==> src/verilog/pvt_pkg.sv <==
/*
 * Package for the parallel video source controller: timing constants,
 * frame geometry defaults, pin bundle and state encoding.
 * Assumes a 100 MHz system clock.
 */
package pvt_pkg;

    localparam int CLK_MHZ = 100;
    localparam int CLK_PERIOD_NS = 10;

    // Pixel clock divider: half period in system clocks
    localparam int PCLK_HALF_DIV = 2;

    // Device reset pulse, least time
    localparam real RESET_LOW_US = 1.25;
    localparam int RESET_LOW_CYC = int'($ceil(RESET_LOW_US * 1000.0 / CLK_PERIOD_NS));

    // Line timing limits in pixel clocks
    localparam int HSYNC_MIN_PCLK = 4;
    localparam int HSYNC_MAX_PCLK = 128;
    localparam int HBP_MIN_PCLK = 4;
    localparam int HFP_MIN_PCLK = 8;

    // Frame timing limits in lines
    localparam int VSYNC_MIN_LINES = 1;
    localparam int VBP_MIN_LINES = 2;
    localparam int VFP_MIN_LINES = 1;
    localparam int TVB_BASE_LINES = 6;
    localparam int TVB_SCALE_LINES = 8;
    localparam int LINE_RATE_SCALE = 1000;

    // Default geometry
    localparam int DEF_HSYNC_PCLK = 8;
    localparam int DEF_HBP_PCLK = 8;
    localparam int DEF_HFP_PCLK = 16;
    localparam int DEF_ACTIVE_PIXELS = 64;
    localparam int DEF_ACTIVE_LINES = 16;
    localparam int DEF_MIRROR_LINES = 16;
    localparam int DEF_VSYNC_LINES = 1;
    localparam int DEF_VBP_LINES = 13;
    localparam int DEF_VFP_LINES = 1;

    typedef struct packed {
        logic frame_sync;
        logic line_sync;
        logic pixel_valid_command;
        logic [23:0] pixel_data;
    } pvt_video_t;

    typedef enum logic [2:0] {
        PVT_RESET = 3'b000,
        PVT_IDLE = 3'b001,
        PVT_SYNC = 3'b011,
        PVT_BACK = 3'b010,
        PVT_ACTIVE = 3'b110,
        PVT_FRONT = 3'b111
    } pvt_state_t;

endpackage : pvt_pkg

==> src/verilog/pvt_source.sv <==
/*
 * Parallel video source: drives frame sync, line sync, pixel-valid
 * command and pixel data with a divided pixel clock, plus the
 * device reset pulse. Assumes the device samples on the rising edge
 * of the pixel clock, so all video outputs change on its falling edge.
 */
// Overview of operation
// - Frame sync is held high for at least one full line each frame.
// - At least two lines pass from frame sync rise to the first active line sync rise.
// - At least one line passes from the line sync after the last active line to the next frame sync.
// - Total vertical blanking is at least 6 plus 8 times max(1, source lines over mirror lines).
// - Line sync stays high for 4 to 128 pixel clocks.
// - At least 4 pixel clocks pass from line sync rise to pixel-valid rise.
// - At least 8 pixel clocks pass from pixel-valid fall to the next line sync rise.
// - Horizontal blanking equals ceil(1000 times pixel clock MHz over line rate kHz) minus active pixels; the code uses HBP plus HFP.
// - If that blanking is below both porches the pixel clock must rise or the line rate fall.
// - The device reset is held low for at least 1.25 us.
// - The main reference clock is a steady 24 MHz without spreading.
module pvt_source
    import pvt_pkg::*;
#(
    parameter int ACTIVE_PIXELS = DEF_ACTIVE_PIXELS,
    parameter int ACTIVE_LINES = DEF_ACTIVE_LINES,
    parameter int MIRROR_LINES = DEF_MIRROR_LINES,
    parameter int HSYNC_PCLK = DEF_HSYNC_PCLK,
    parameter int HBP_PCLK = DEF_HBP_PCLK,
    parameter int HFP_PCLK = DEF_HFP_PCLK,
    parameter int VSYNC_LINES = DEF_VSYNC_LINES,
    parameter int VBP_LINES = DEF_VBP_LINES,
    parameter int VFP_LINES = DEF_VFP_LINES
) (
    input wire logic i_clk,
    input wire logic i_reset,
    input wire logic i_enable,
    input wire logic [23:0] i_pixel_data,
    output logic o_pixel_ready,
    output logic o_pclk,
    output pvt_video_t o_video,
    output logic o_system_reset_low,
    output logic o_frame_start,
    output logic o_timing_error
);

    // Clamp geometry to legal limits so a bad parameter cannot break the link
    localparam int HSW = (HSYNC_PCLK < HSYNC_MIN_PCLK) ? HSYNC_MIN_PCLK :
                         (HSYNC_PCLK > HSYNC_MAX_PCLK) ? HSYNC_MAX_PCLK : HSYNC_PCLK;
    localparam int HBP = (HBP_PCLK < HBP_MIN_PCLK) ? HBP_MIN_PCLK : HBP_PCLK;
    localparam int HFP = (HFP_PCLK < HFP_MIN_PCLK) ? HFP_MIN_PCLK : HFP_PCLK;
    localparam int VSW = (VSYNC_LINES < VSYNC_MIN_LINES) ? VSYNC_MIN_LINES : VSYNC_LINES;
    localparam int VFP = (VFP_LINES < VFP_MIN_LINES) ? VFP_MIN_LINES : VFP_LINES;
    // Ratio rounded up so blanking never falls short
    localparam int RATIO = (ACTIVE_LINES + MIRROR_LINES - 1) / MIRROR_LINES;
    localparam int TVB_MIN = TVB_BASE_LINES + TVB_SCALE_LINES * ((RATIO > 1) ? RATIO : 1);
    localparam int VBP0 = (VBP_LINES < VBP_MIN_LINES) ? VBP_MIN_LINES : VBP_LINES;
    localparam int VBP = (VBP0 + VFP < TVB_MIN) ? TVB_MIN - VFP : VBP0;
    // Line period; blanking equals period minus active pixels, always equal to both porches together
    localparam int LINE_PCLK = HBP + ACTIVE_PIXELS + HFP;
    localparam int FRAME_LINES = VBP + ACTIVE_LINES + VFP;
    localparam int HW = $clog2(LINE_PCLK + 1);
    localparam int VW = $clog2(FRAME_LINES + 1);
    localparam int RW = $clog2(RESET_LOW_CYC + 1);

    logic [RW-1:0] rst_cnt_q;
    logic rst_done_q;
    logic [1:0] div_q;
    logic pclk_q;
    logic fall_q;
    logic [HW-1:0] hcnt_q;
    logic [VW-1:0] vcnt_q;
    logic run_q;
    pvt_state_t state_q;
    pvt_video_t video_q;
    logic ready_q;
    logic start_q;
    logic err_q;

    // Device reset held low for the least pulse width
    always_ff @(posedge i_clk) begin
        if (i_reset) begin
            rst_cnt_q <= '0;
            rst_done_q <= 1'b0;
        end else if (!rst_done_q) begin
            if (rst_cnt_q == RW'(RESET_LOW_CYC - 1)) begin
                rst_done_q <= 1'b1;
            end else begin
                rst_cnt_q <= rst_cnt_q + 1'b1;
            end
        end
    end

    // Pixel clock from a free-running divider; not spread, steady period
    always_ff @(posedge i_clk) begin
        if (i_reset) begin
            div_q <= '0;
            pclk_q <= 1'b0;
            fall_q <= 1'b0;
        end else begin
            // Strobe one cycle early so outputs change on the fall itself; needs a half period of 2 or more
            fall_q <= pclk_q && (div_q == 2'(PCLK_HALF_DIV - 2));
            if (div_q == 2'(PCLK_HALF_DIV - 1)) begin
                div_q <= '0;
                pclk_q <= ~pclk_q;
            end else begin
                div_q <= div_q + 1'b1;
            end
        end
    end

    // Pixel and line counters, advanced on the pixel clock falling edge
    always_ff @(posedge i_clk) begin
        if (i_reset) begin
            hcnt_q <= '0;
            vcnt_q <= '0;
            run_q <= 1'b0;
        end else if (fall_q) begin
            if (!run_q) begin
                run_q <= rst_done_q && i_enable;
            end else if (hcnt_q == HW'(LINE_PCLK - 1)) begin
                hcnt_q <= '0;
                if (vcnt_q == VW'(FRAME_LINES - 1)) begin
                    vcnt_q <= '0;
                    run_q <= i_enable;
                end else begin
                    vcnt_q <= vcnt_q + 1'b1;
                end
            end else begin
                hcnt_q <= hcnt_q + 1'b1;
            end
        end
    end

    // Video outputs; a line starts at line sync rise, frame sync rises with line 0
    always_ff @(posedge i_clk) begin
        if (i_reset) begin
            video_q <= '0;
            state_q <= PVT_RESET;
            start_q <= 1'b0;
        end else begin
            start_q <= 1'b0;
            if (!rst_done_q) begin
                state_q <= PVT_RESET;
                video_q <= '0;
            end else if (fall_q) begin
                if (!run_q) begin
                    state_q <= PVT_IDLE;
                    video_q <= '0;
                end else begin
                    video_q.frame_sync <= (vcnt_q < VW'(VSW));
                    video_q.line_sync <= (hcnt_q < HW'(HSW));
                    start_q <= (vcnt_q == '0) && (hcnt_q == '0);
                    if (vcnt_q >= VW'(VBP) && vcnt_q < VW'(VBP + ACTIVE_LINES) &&
                        hcnt_q >= HW'(HBP) && hcnt_q < HW'(HBP + ACTIVE_PIXELS)) begin
                        state_q <= PVT_ACTIVE;
                        video_q.pixel_valid_command <= 1'b1;
                        video_q.pixel_data <= i_pixel_data;
                    end else begin
                        video_q.pixel_valid_command <= 1'b0;
                        video_q.pixel_data <= '0;
                        if (hcnt_q < HW'(HSW)) begin
                            state_q <= PVT_SYNC;
                        end else if (hcnt_q < HW'(HBP)) begin
                            state_q <= PVT_BACK;
                        end else begin
                            state_q <= PVT_FRONT;
                        end
                    end
                end
            end
        end
    end

    // Request pixel data one system cycle before it is latched
    always_ff @(posedge i_clk) begin
        if (i_reset) begin
            ready_q <= 1'b0;
        end else begin
            ready_q <= rst_done_q && run_q && !pclk_q && (div_q == 2'(PCLK_HALF_DIV - 1)) &&
                       vcnt_q >= VW'(VBP) && vcnt_q < VW'(VBP + ACTIVE_LINES) &&
                       hcnt_q >= HW'(HBP) && hcnt_q < HW'(HBP + ACTIVE_PIXELS);
        end
    end

    // Self-check of the emitted timing, in pixel clocks and lines
    localparam int MW = $clog2(HSYNC_MAX_PCLK + 2);

    logic prev_ls_q;
    logic prev_dv_q;
    logic prev_fs_q;
    logic [MW-1:0] ls_width_q;
    logic [MW-1:0] since_ls_q;
    logic [MW-1:0] since_dv_q;
    logic [VW-1:0] lines_fs_q;
    logic [VW-1:0] lines_end_q;
    logic dv_seen_q;
    logic mon_err_q;
    logic rise_ls;
    logic fall_ls;
    logic rise_dv;
    logic fall_dv;
    logic rise_fs;
    logic fall_fs;

    // Edges between the last two pixel periods
    assign rise_ls = video_q.line_sync && !prev_ls_q;
    assign fall_ls = !video_q.line_sync && prev_ls_q;
    assign rise_dv = video_q.pixel_valid_command && !prev_dv_q;
    assign fall_dv = !video_q.pixel_valid_command && prev_dv_q;
    assign rise_fs = video_q.frame_sync && !prev_fs_q;
    assign fall_fs = !video_q.frame_sync && prev_fs_q;

    // Levels of the pixel period just ended
    always_ff @(posedge i_clk) begin
        if (i_reset) begin
            prev_ls_q <= 1'b0;
            prev_dv_q <= 1'b0;
            prev_fs_q <= 1'b0;
        end else if (fall_q) begin
            prev_ls_q <= video_q.line_sync;
            prev_dv_q <= video_q.pixel_valid_command;
            prev_fs_q <= video_q.frame_sync;
        end
    end

    // Line sync width and pixel clocks since line sync rise and pixel-valid fall, saturating
    always_ff @(posedge i_clk) begin
        if (i_reset) begin
            ls_width_q <= '0;
            since_ls_q <= '1;
            since_dv_q <= '1;
        end else if (fall_q) begin
            if (rise_ls) begin
                ls_width_q <= MW'(1);
                since_ls_q <= MW'(1);
            end else begin
                if (video_q.line_sync && ls_width_q != '1) begin
                    ls_width_q <= ls_width_q + 1'b1;
                end
                if (since_ls_q != '1) begin
                    since_ls_q <= since_ls_q + 1'b1;
                end
            end
            if (fall_dv) begin
                since_dv_q <= MW'(1);
            end else if (since_dv_q != '1) begin
                since_dv_q <= since_dv_q + 1'b1;
            end
        end
    end

    // Lines since frame sync rose and since the last active line, saturating
    always_ff @(posedge i_clk) begin
        if (i_reset) begin
            lines_fs_q <= '0;
            lines_end_q <= '1;
            dv_seen_q <= 1'b0;
        end else if (fall_q) begin
            if (rise_fs) begin
                lines_fs_q <= VW'(1);
                dv_seen_q <= 1'b0;
            end else if (rise_ls && lines_fs_q != '1) begin
                lines_fs_q <= lines_fs_q + 1'b1;
            end
            if (rise_dv) begin
                dv_seen_q <= 1'b1;
            end
            if (fall_dv) begin
                lines_end_q <= '0;
            end else if (rise_ls && lines_end_q != '1) begin
                lines_end_q <= lines_end_q + 1'b1;
            end
        end
    end

    // Raised when the emitted timing leaves its legal limits
    always_ff @(posedge i_clk) begin
        if (i_reset) begin
            mon_err_q <= 1'b0;
        end else if (fall_q) begin
            if (fall_ls && (ls_width_q < MW'(HSYNC_MIN_PCLK) || ls_width_q > MW'(HSYNC_MAX_PCLK))) begin
                mon_err_q <= 1'b1;
            end
            if (rise_dv && since_ls_q < MW'(HBP_MIN_PCLK)) begin
                mon_err_q <= 1'b1;
            end
            if (rise_ls && since_dv_q < MW'(HFP_MIN_PCLK)) begin
                mon_err_q <= 1'b1;
            end
            if (fall_fs && lines_fs_q < VW'(VSYNC_MIN_LINES)) begin
                mon_err_q <= 1'b1;
            end
            if (rise_dv && !dv_seen_q && lines_fs_q <= VW'(VBP_MIN_LINES)) begin
                mon_err_q <= 1'b1;
            end
            if (rise_fs && lines_end_q < VW'(VFP_MIN_LINES)) begin
                mon_err_q <= 1'b1;
            end
            if (rise_dv && !dv_seen_q && lines_end_q <= VW'(TVB_MIN)) begin
                mon_err_q <= 1'b1;
            end
            if ((state_q == PVT_ACTIVE) != video_q.pixel_valid_command) begin
                mon_err_q <= 1'b1;
            end
        end
    end

    // Sticky: strobe off the pixel clock fall, or emitted timing out of limits
    always_ff @(posedge i_clk) begin
        if (i_reset) begin
            err_q <= 1'b0;
        end else if ((fall_q && !pclk_q) || mon_err_q) begin
            err_q <= 1'b1;
        end
    end

    assign o_pclk = pclk_q;
    assign o_video = video_q;
    assign o_system_reset_low = rst_done_q;
    assign o_pixel_ready = ready_q;
    assign o_frame_start = start_q;
    assign o_timing_error = err_q;

endmodule : pvt_source

==> config.mk <==
export PLATFORM = sky130hd
export DESIGN_NAME = pvt_source
export DESIGN_NICKNAME = d
export VERILOG_FILES = /design/src/verilog/pvt_pkg.sv /design/src/verilog/pvt_source.sv
export SDC_FILE = /design/constraint.sdc
export NUM_CORES = 1
export LEC_CHECK = 0
export ABC_AREA = 1
export CAP_MARGIN = 0
export CORE_MARGIN = 5
export CORE_UTILIZATION = 57
export CTS_CLUSTER_DIAMETER = 100
export DETAILED_ROUTE_END_ITERATION = 12
export DONT_BUFFER_PORTS = 1
export PLACE_DENSITY = 0.78
export SYNTH_ARGS = -nofsm -noshare
export SYNTH_HDL_FRONTEND = slang
export SYNTH_SLANG_ARGS = --single-unit
==> constraint.sdc <==
create_clock -name i_clk -period 2 [get_ports i_clk]
set_input_delay 0.1 -clock i_clk [delete_from_list [all_inputs] [get_ports i_clk]]
set_output_delay 0.1 -clock i_clk [all_outputs]
set_load 0.02 [all_outputs]
==> reports/qor.yml <==
outcome:
  status: "finished, final reports clean"
grt:
  grt_start_max_net_pins: 32
  grt_antenna_before_repair: 0
  grt_pass1_wl_mm: 18.19
  track_usage_pct: 22.23
  grt_pass1_vias: 3886
  overflow: 0
critical_path:
  critPathCaptureType: "flop"
  crit_type: "reg -> reg"
  start_kind: "flop"
  cp.arrival_ns: 2.07
  cp_data_required_time_ns: 2.27
  cp_max_fo: 11
sta:
  min_period_ns: 1.794
  fin_tns_setup_ns: 0
  rsz0062_at_grt: "no"
  period_share_pct: 89.71
  hold_ws_ns: 0.1673
  hold_viol: 0
  maxSlewHeadroom_pct: 25.50
  max_freq_mhz: 557.4
  slew_viol_final: 0
  finClkSkew_ns: 0.01082
  tightest_slew_ns: 1.117
  setup_violations: 0
clocking:
  cts_root_buffer: "clkbuf_8"
  cts_setup_buffers: 0
  clkTransAtPathRegs_ns: 0.10
  clockBufferDepth: 2
  htree_levels: 3
  clk-insertion-delay-late_ns: 0.38
  cts_num_sinks: 97
  cts_tree: "yes"
  numCtsBuffers: 9
cells_and_area:
  nNetsFinal: 726
  regArea_um2: 1942
  final_cell_mix: "161 x nand2_1, 97 x dfxtp_1, 78 x inv_1"
  final_common_cell: "nand2_1"
  area_delta_synth_final_pct: 12.05
  fillers: 719
  multi_input_area_um2: 2318
  layout-drive-gt1-share_pct: 6.861
  design_area_um2: 5211
logic_synthesis:
  yosysWarnings: 0
  ys_types: 39
  syn-cell-area_um2: 4651
  synthesis.instances: 651
  synth_area_per_cell_um2: 7.144
  syn_nets: 697
  synth-seq-cells: 97
  synth-seq-area-share_pct: 41.75
detailed_routing:
  drt-pass1-iter-count: 5
  drc_errors: 0
  drt-initial-drc-count: 226
  final_antenna_net_count: 0
  via_count: 4273
  viasPerCell: 5.402
  wl_mm: 10.89
  drt-wirelength-per-cell_um: 13.77
power:
  irDropWorstVdd_v: 0.0006050
  p_per_area_nw_per_um2: 648.3
  p_leak_nw: 2.218
min_path:
  hp-class: "in -> reg"
die:
  core_area_um2: 8093
  initial_core_util_pct: 57.47
  die_w_um: 100.3
  die_area_um2: 10070
  rows: 33
  ioPinCount: 59
  die_y_um: 100.3
place:
  placedInstanceArea_um2: 4751
  gp_congestion: 0.8683
  portBuffers: 0
  hpwlAfterDp_mm: 7.188
job:
  cap_violations: 0
-- layer usage --
metal | vias up | global-route usage, % | wire, um | share of wire (%)
met2 | 130 | 36.34 | 5391 | 50
met4 | 0 | 6.632 | 160 | 1.5
met5 | - | 0 | 0 | 0
li1 | 2164 | - | - | -
met3 | 17 | 6.602 | 764 | 7.0
met1 | 1962 | 28.42 | 4573 | 42
-- what timing repair did --
item                                   in CTS  in global routing
setup endpoints to repair                   0                 28
hold buffers                               26                  0
gates resized for setup                     0                  2
endpoints found under the hold margin      58                  0
-- power by group --
group / total (mW) / switching (mW) / internal (mW)
Clock: 1.22 / 0.748 / 0.471
Combinational: 0.180 / 0.102 / 0.0781
Sequential: 1.98 / 0.0268 / 1.95
-- metrics by stage --
step | instances | utilization, % | power [mW] | setup slack (ns)
floorplan | 651 | - | 2.124 | 0.5756
global placement | 747 | 58.70 | 2.145 | 0.3233
detailed placement | 747 | 58.70 | 2.150 | 0.2807
CTS | 789 | 64.19 | 3.394 | 0.1336
global route | 790 | 64.36 | 3.517 | 0.07406
finish | 791 | 64.39 | 3.378 | 0.2059
-- worst max-delay path, cell delays in order, from the launching register on --
cell and delay [ns]:
dfxtp_1 0.58, nand2_2 0.31, nor2_2 0.32, nor2_1 0.12, inv_1 0.19, a21oi_1 0.06, o21a_1 0.11
-- flip-flops by register name, indices dropped and copies added, names as in the netlist, 2 cells and up --
signal and count:
state_q 3, lines_fs_q 5, lines_end_q 5, ls_width_q 8, o_video 27, rst_cnt_q 7, vcnt_q 5, hcnt_q 7
since_ls_q 8, div_q 2, since_dv_q 8
-- cell type report --
cell class                 count  share of cell area (%)
multi-input combinational    455                   44.49
sequential                    97                   37.26
inverter                      84                   6.098
timing repair buffer          33                   6.050
tap                          105                   2.521
clock buffer                   9                   2.377
clock inverter                 7                   1.152
antenna                        1                 0.04802
-- synth_stat cells --
cell	instances	area (um^2)
xor2_1	8	70.07
or2_2	1	6.260
nor3_1	20	100.1
nor4_1	1	6.260
o21ai_1	1	5.000
inv_4	1	6.260
nor3_4	1	16.27
inv_2	5	18.77
o221ai_1	1	8.760
xnor2_1	2	17.52
nand3_1	54	270.3
o31ai_1	1	7.510
a31oi_1	3	18.77
buf_1	3	11.26
nor2_2	3	18.77
a21boi_0	1	7.510
inv_1	78	292.8
nor2_4	2	22.52
o21ai_0	17	85.08
nand4_1	10	62.56
o211ai_1	8	60.06
buf_2	4	20.02
ha_1	19	237.7
o21a_1	1	7.510
dfxtp_1	97	1942
nand2_2	5	31.28
buf_4	1	7.510
buf_6	2	22.52
nand2_1	161	604.3
nand2_4	1	11.26
o21ai_4	1	16.27
nand3_2	2	20.02
clkbuf_1	6	22.52
a21oi_1	54	270.3
nor2_1	66	247.7
a31oi_2	1	12.51
a211oi_1	3	22.52
o22ai_1	2	12.51
nor3b_1	4	30.03
-- logic make-up (layout without fill, tap and decap cells) --
| group | Yosys count | after routing | synth area share (%) |
|---|---|---|---|
| and+or+nand+nor | 331 | 332 | 31.13 |
| buffers and inverters | 100 | 133 | 8.636 |
| DFF | 97 | 97 | 41.75 |
| xor gates and xnor gates | 10 | 10 | 1.883 |
| other | 0 | 1 | 0 |
| AOI/OAI and AO/OA | 94 | 94 | 11.49 |
| adders and majority gates | 19 | 19 | 5.112 |
-- path summary, 6_finish.rpt --
| check | depth (start not counted) | slack (ns) | endpoint | startpoint |
|---|---|---|---|---|
| max | 6 | 0.21 | hcnt_q[3]$_SDFFE_PP0P_ | fall_q$_SDFF_PP0_ |
| min | 2 | 0.17 | since_ls_q[4]$_SDFFE_PP1P_ | i_reset |
| max reg2reg | 6 | 0.21 | hcnt_q[3]$_SDFFE_PP0P_ | fall_q$_SDFF_PP0_ |
| min reg2reg | 1 | 0.47 | div_q[0]$_SDFF_PP0_ | div_q[0]$_SDFF_PP0_ |
Note: power is estimated with default switching activity, not from simulation.
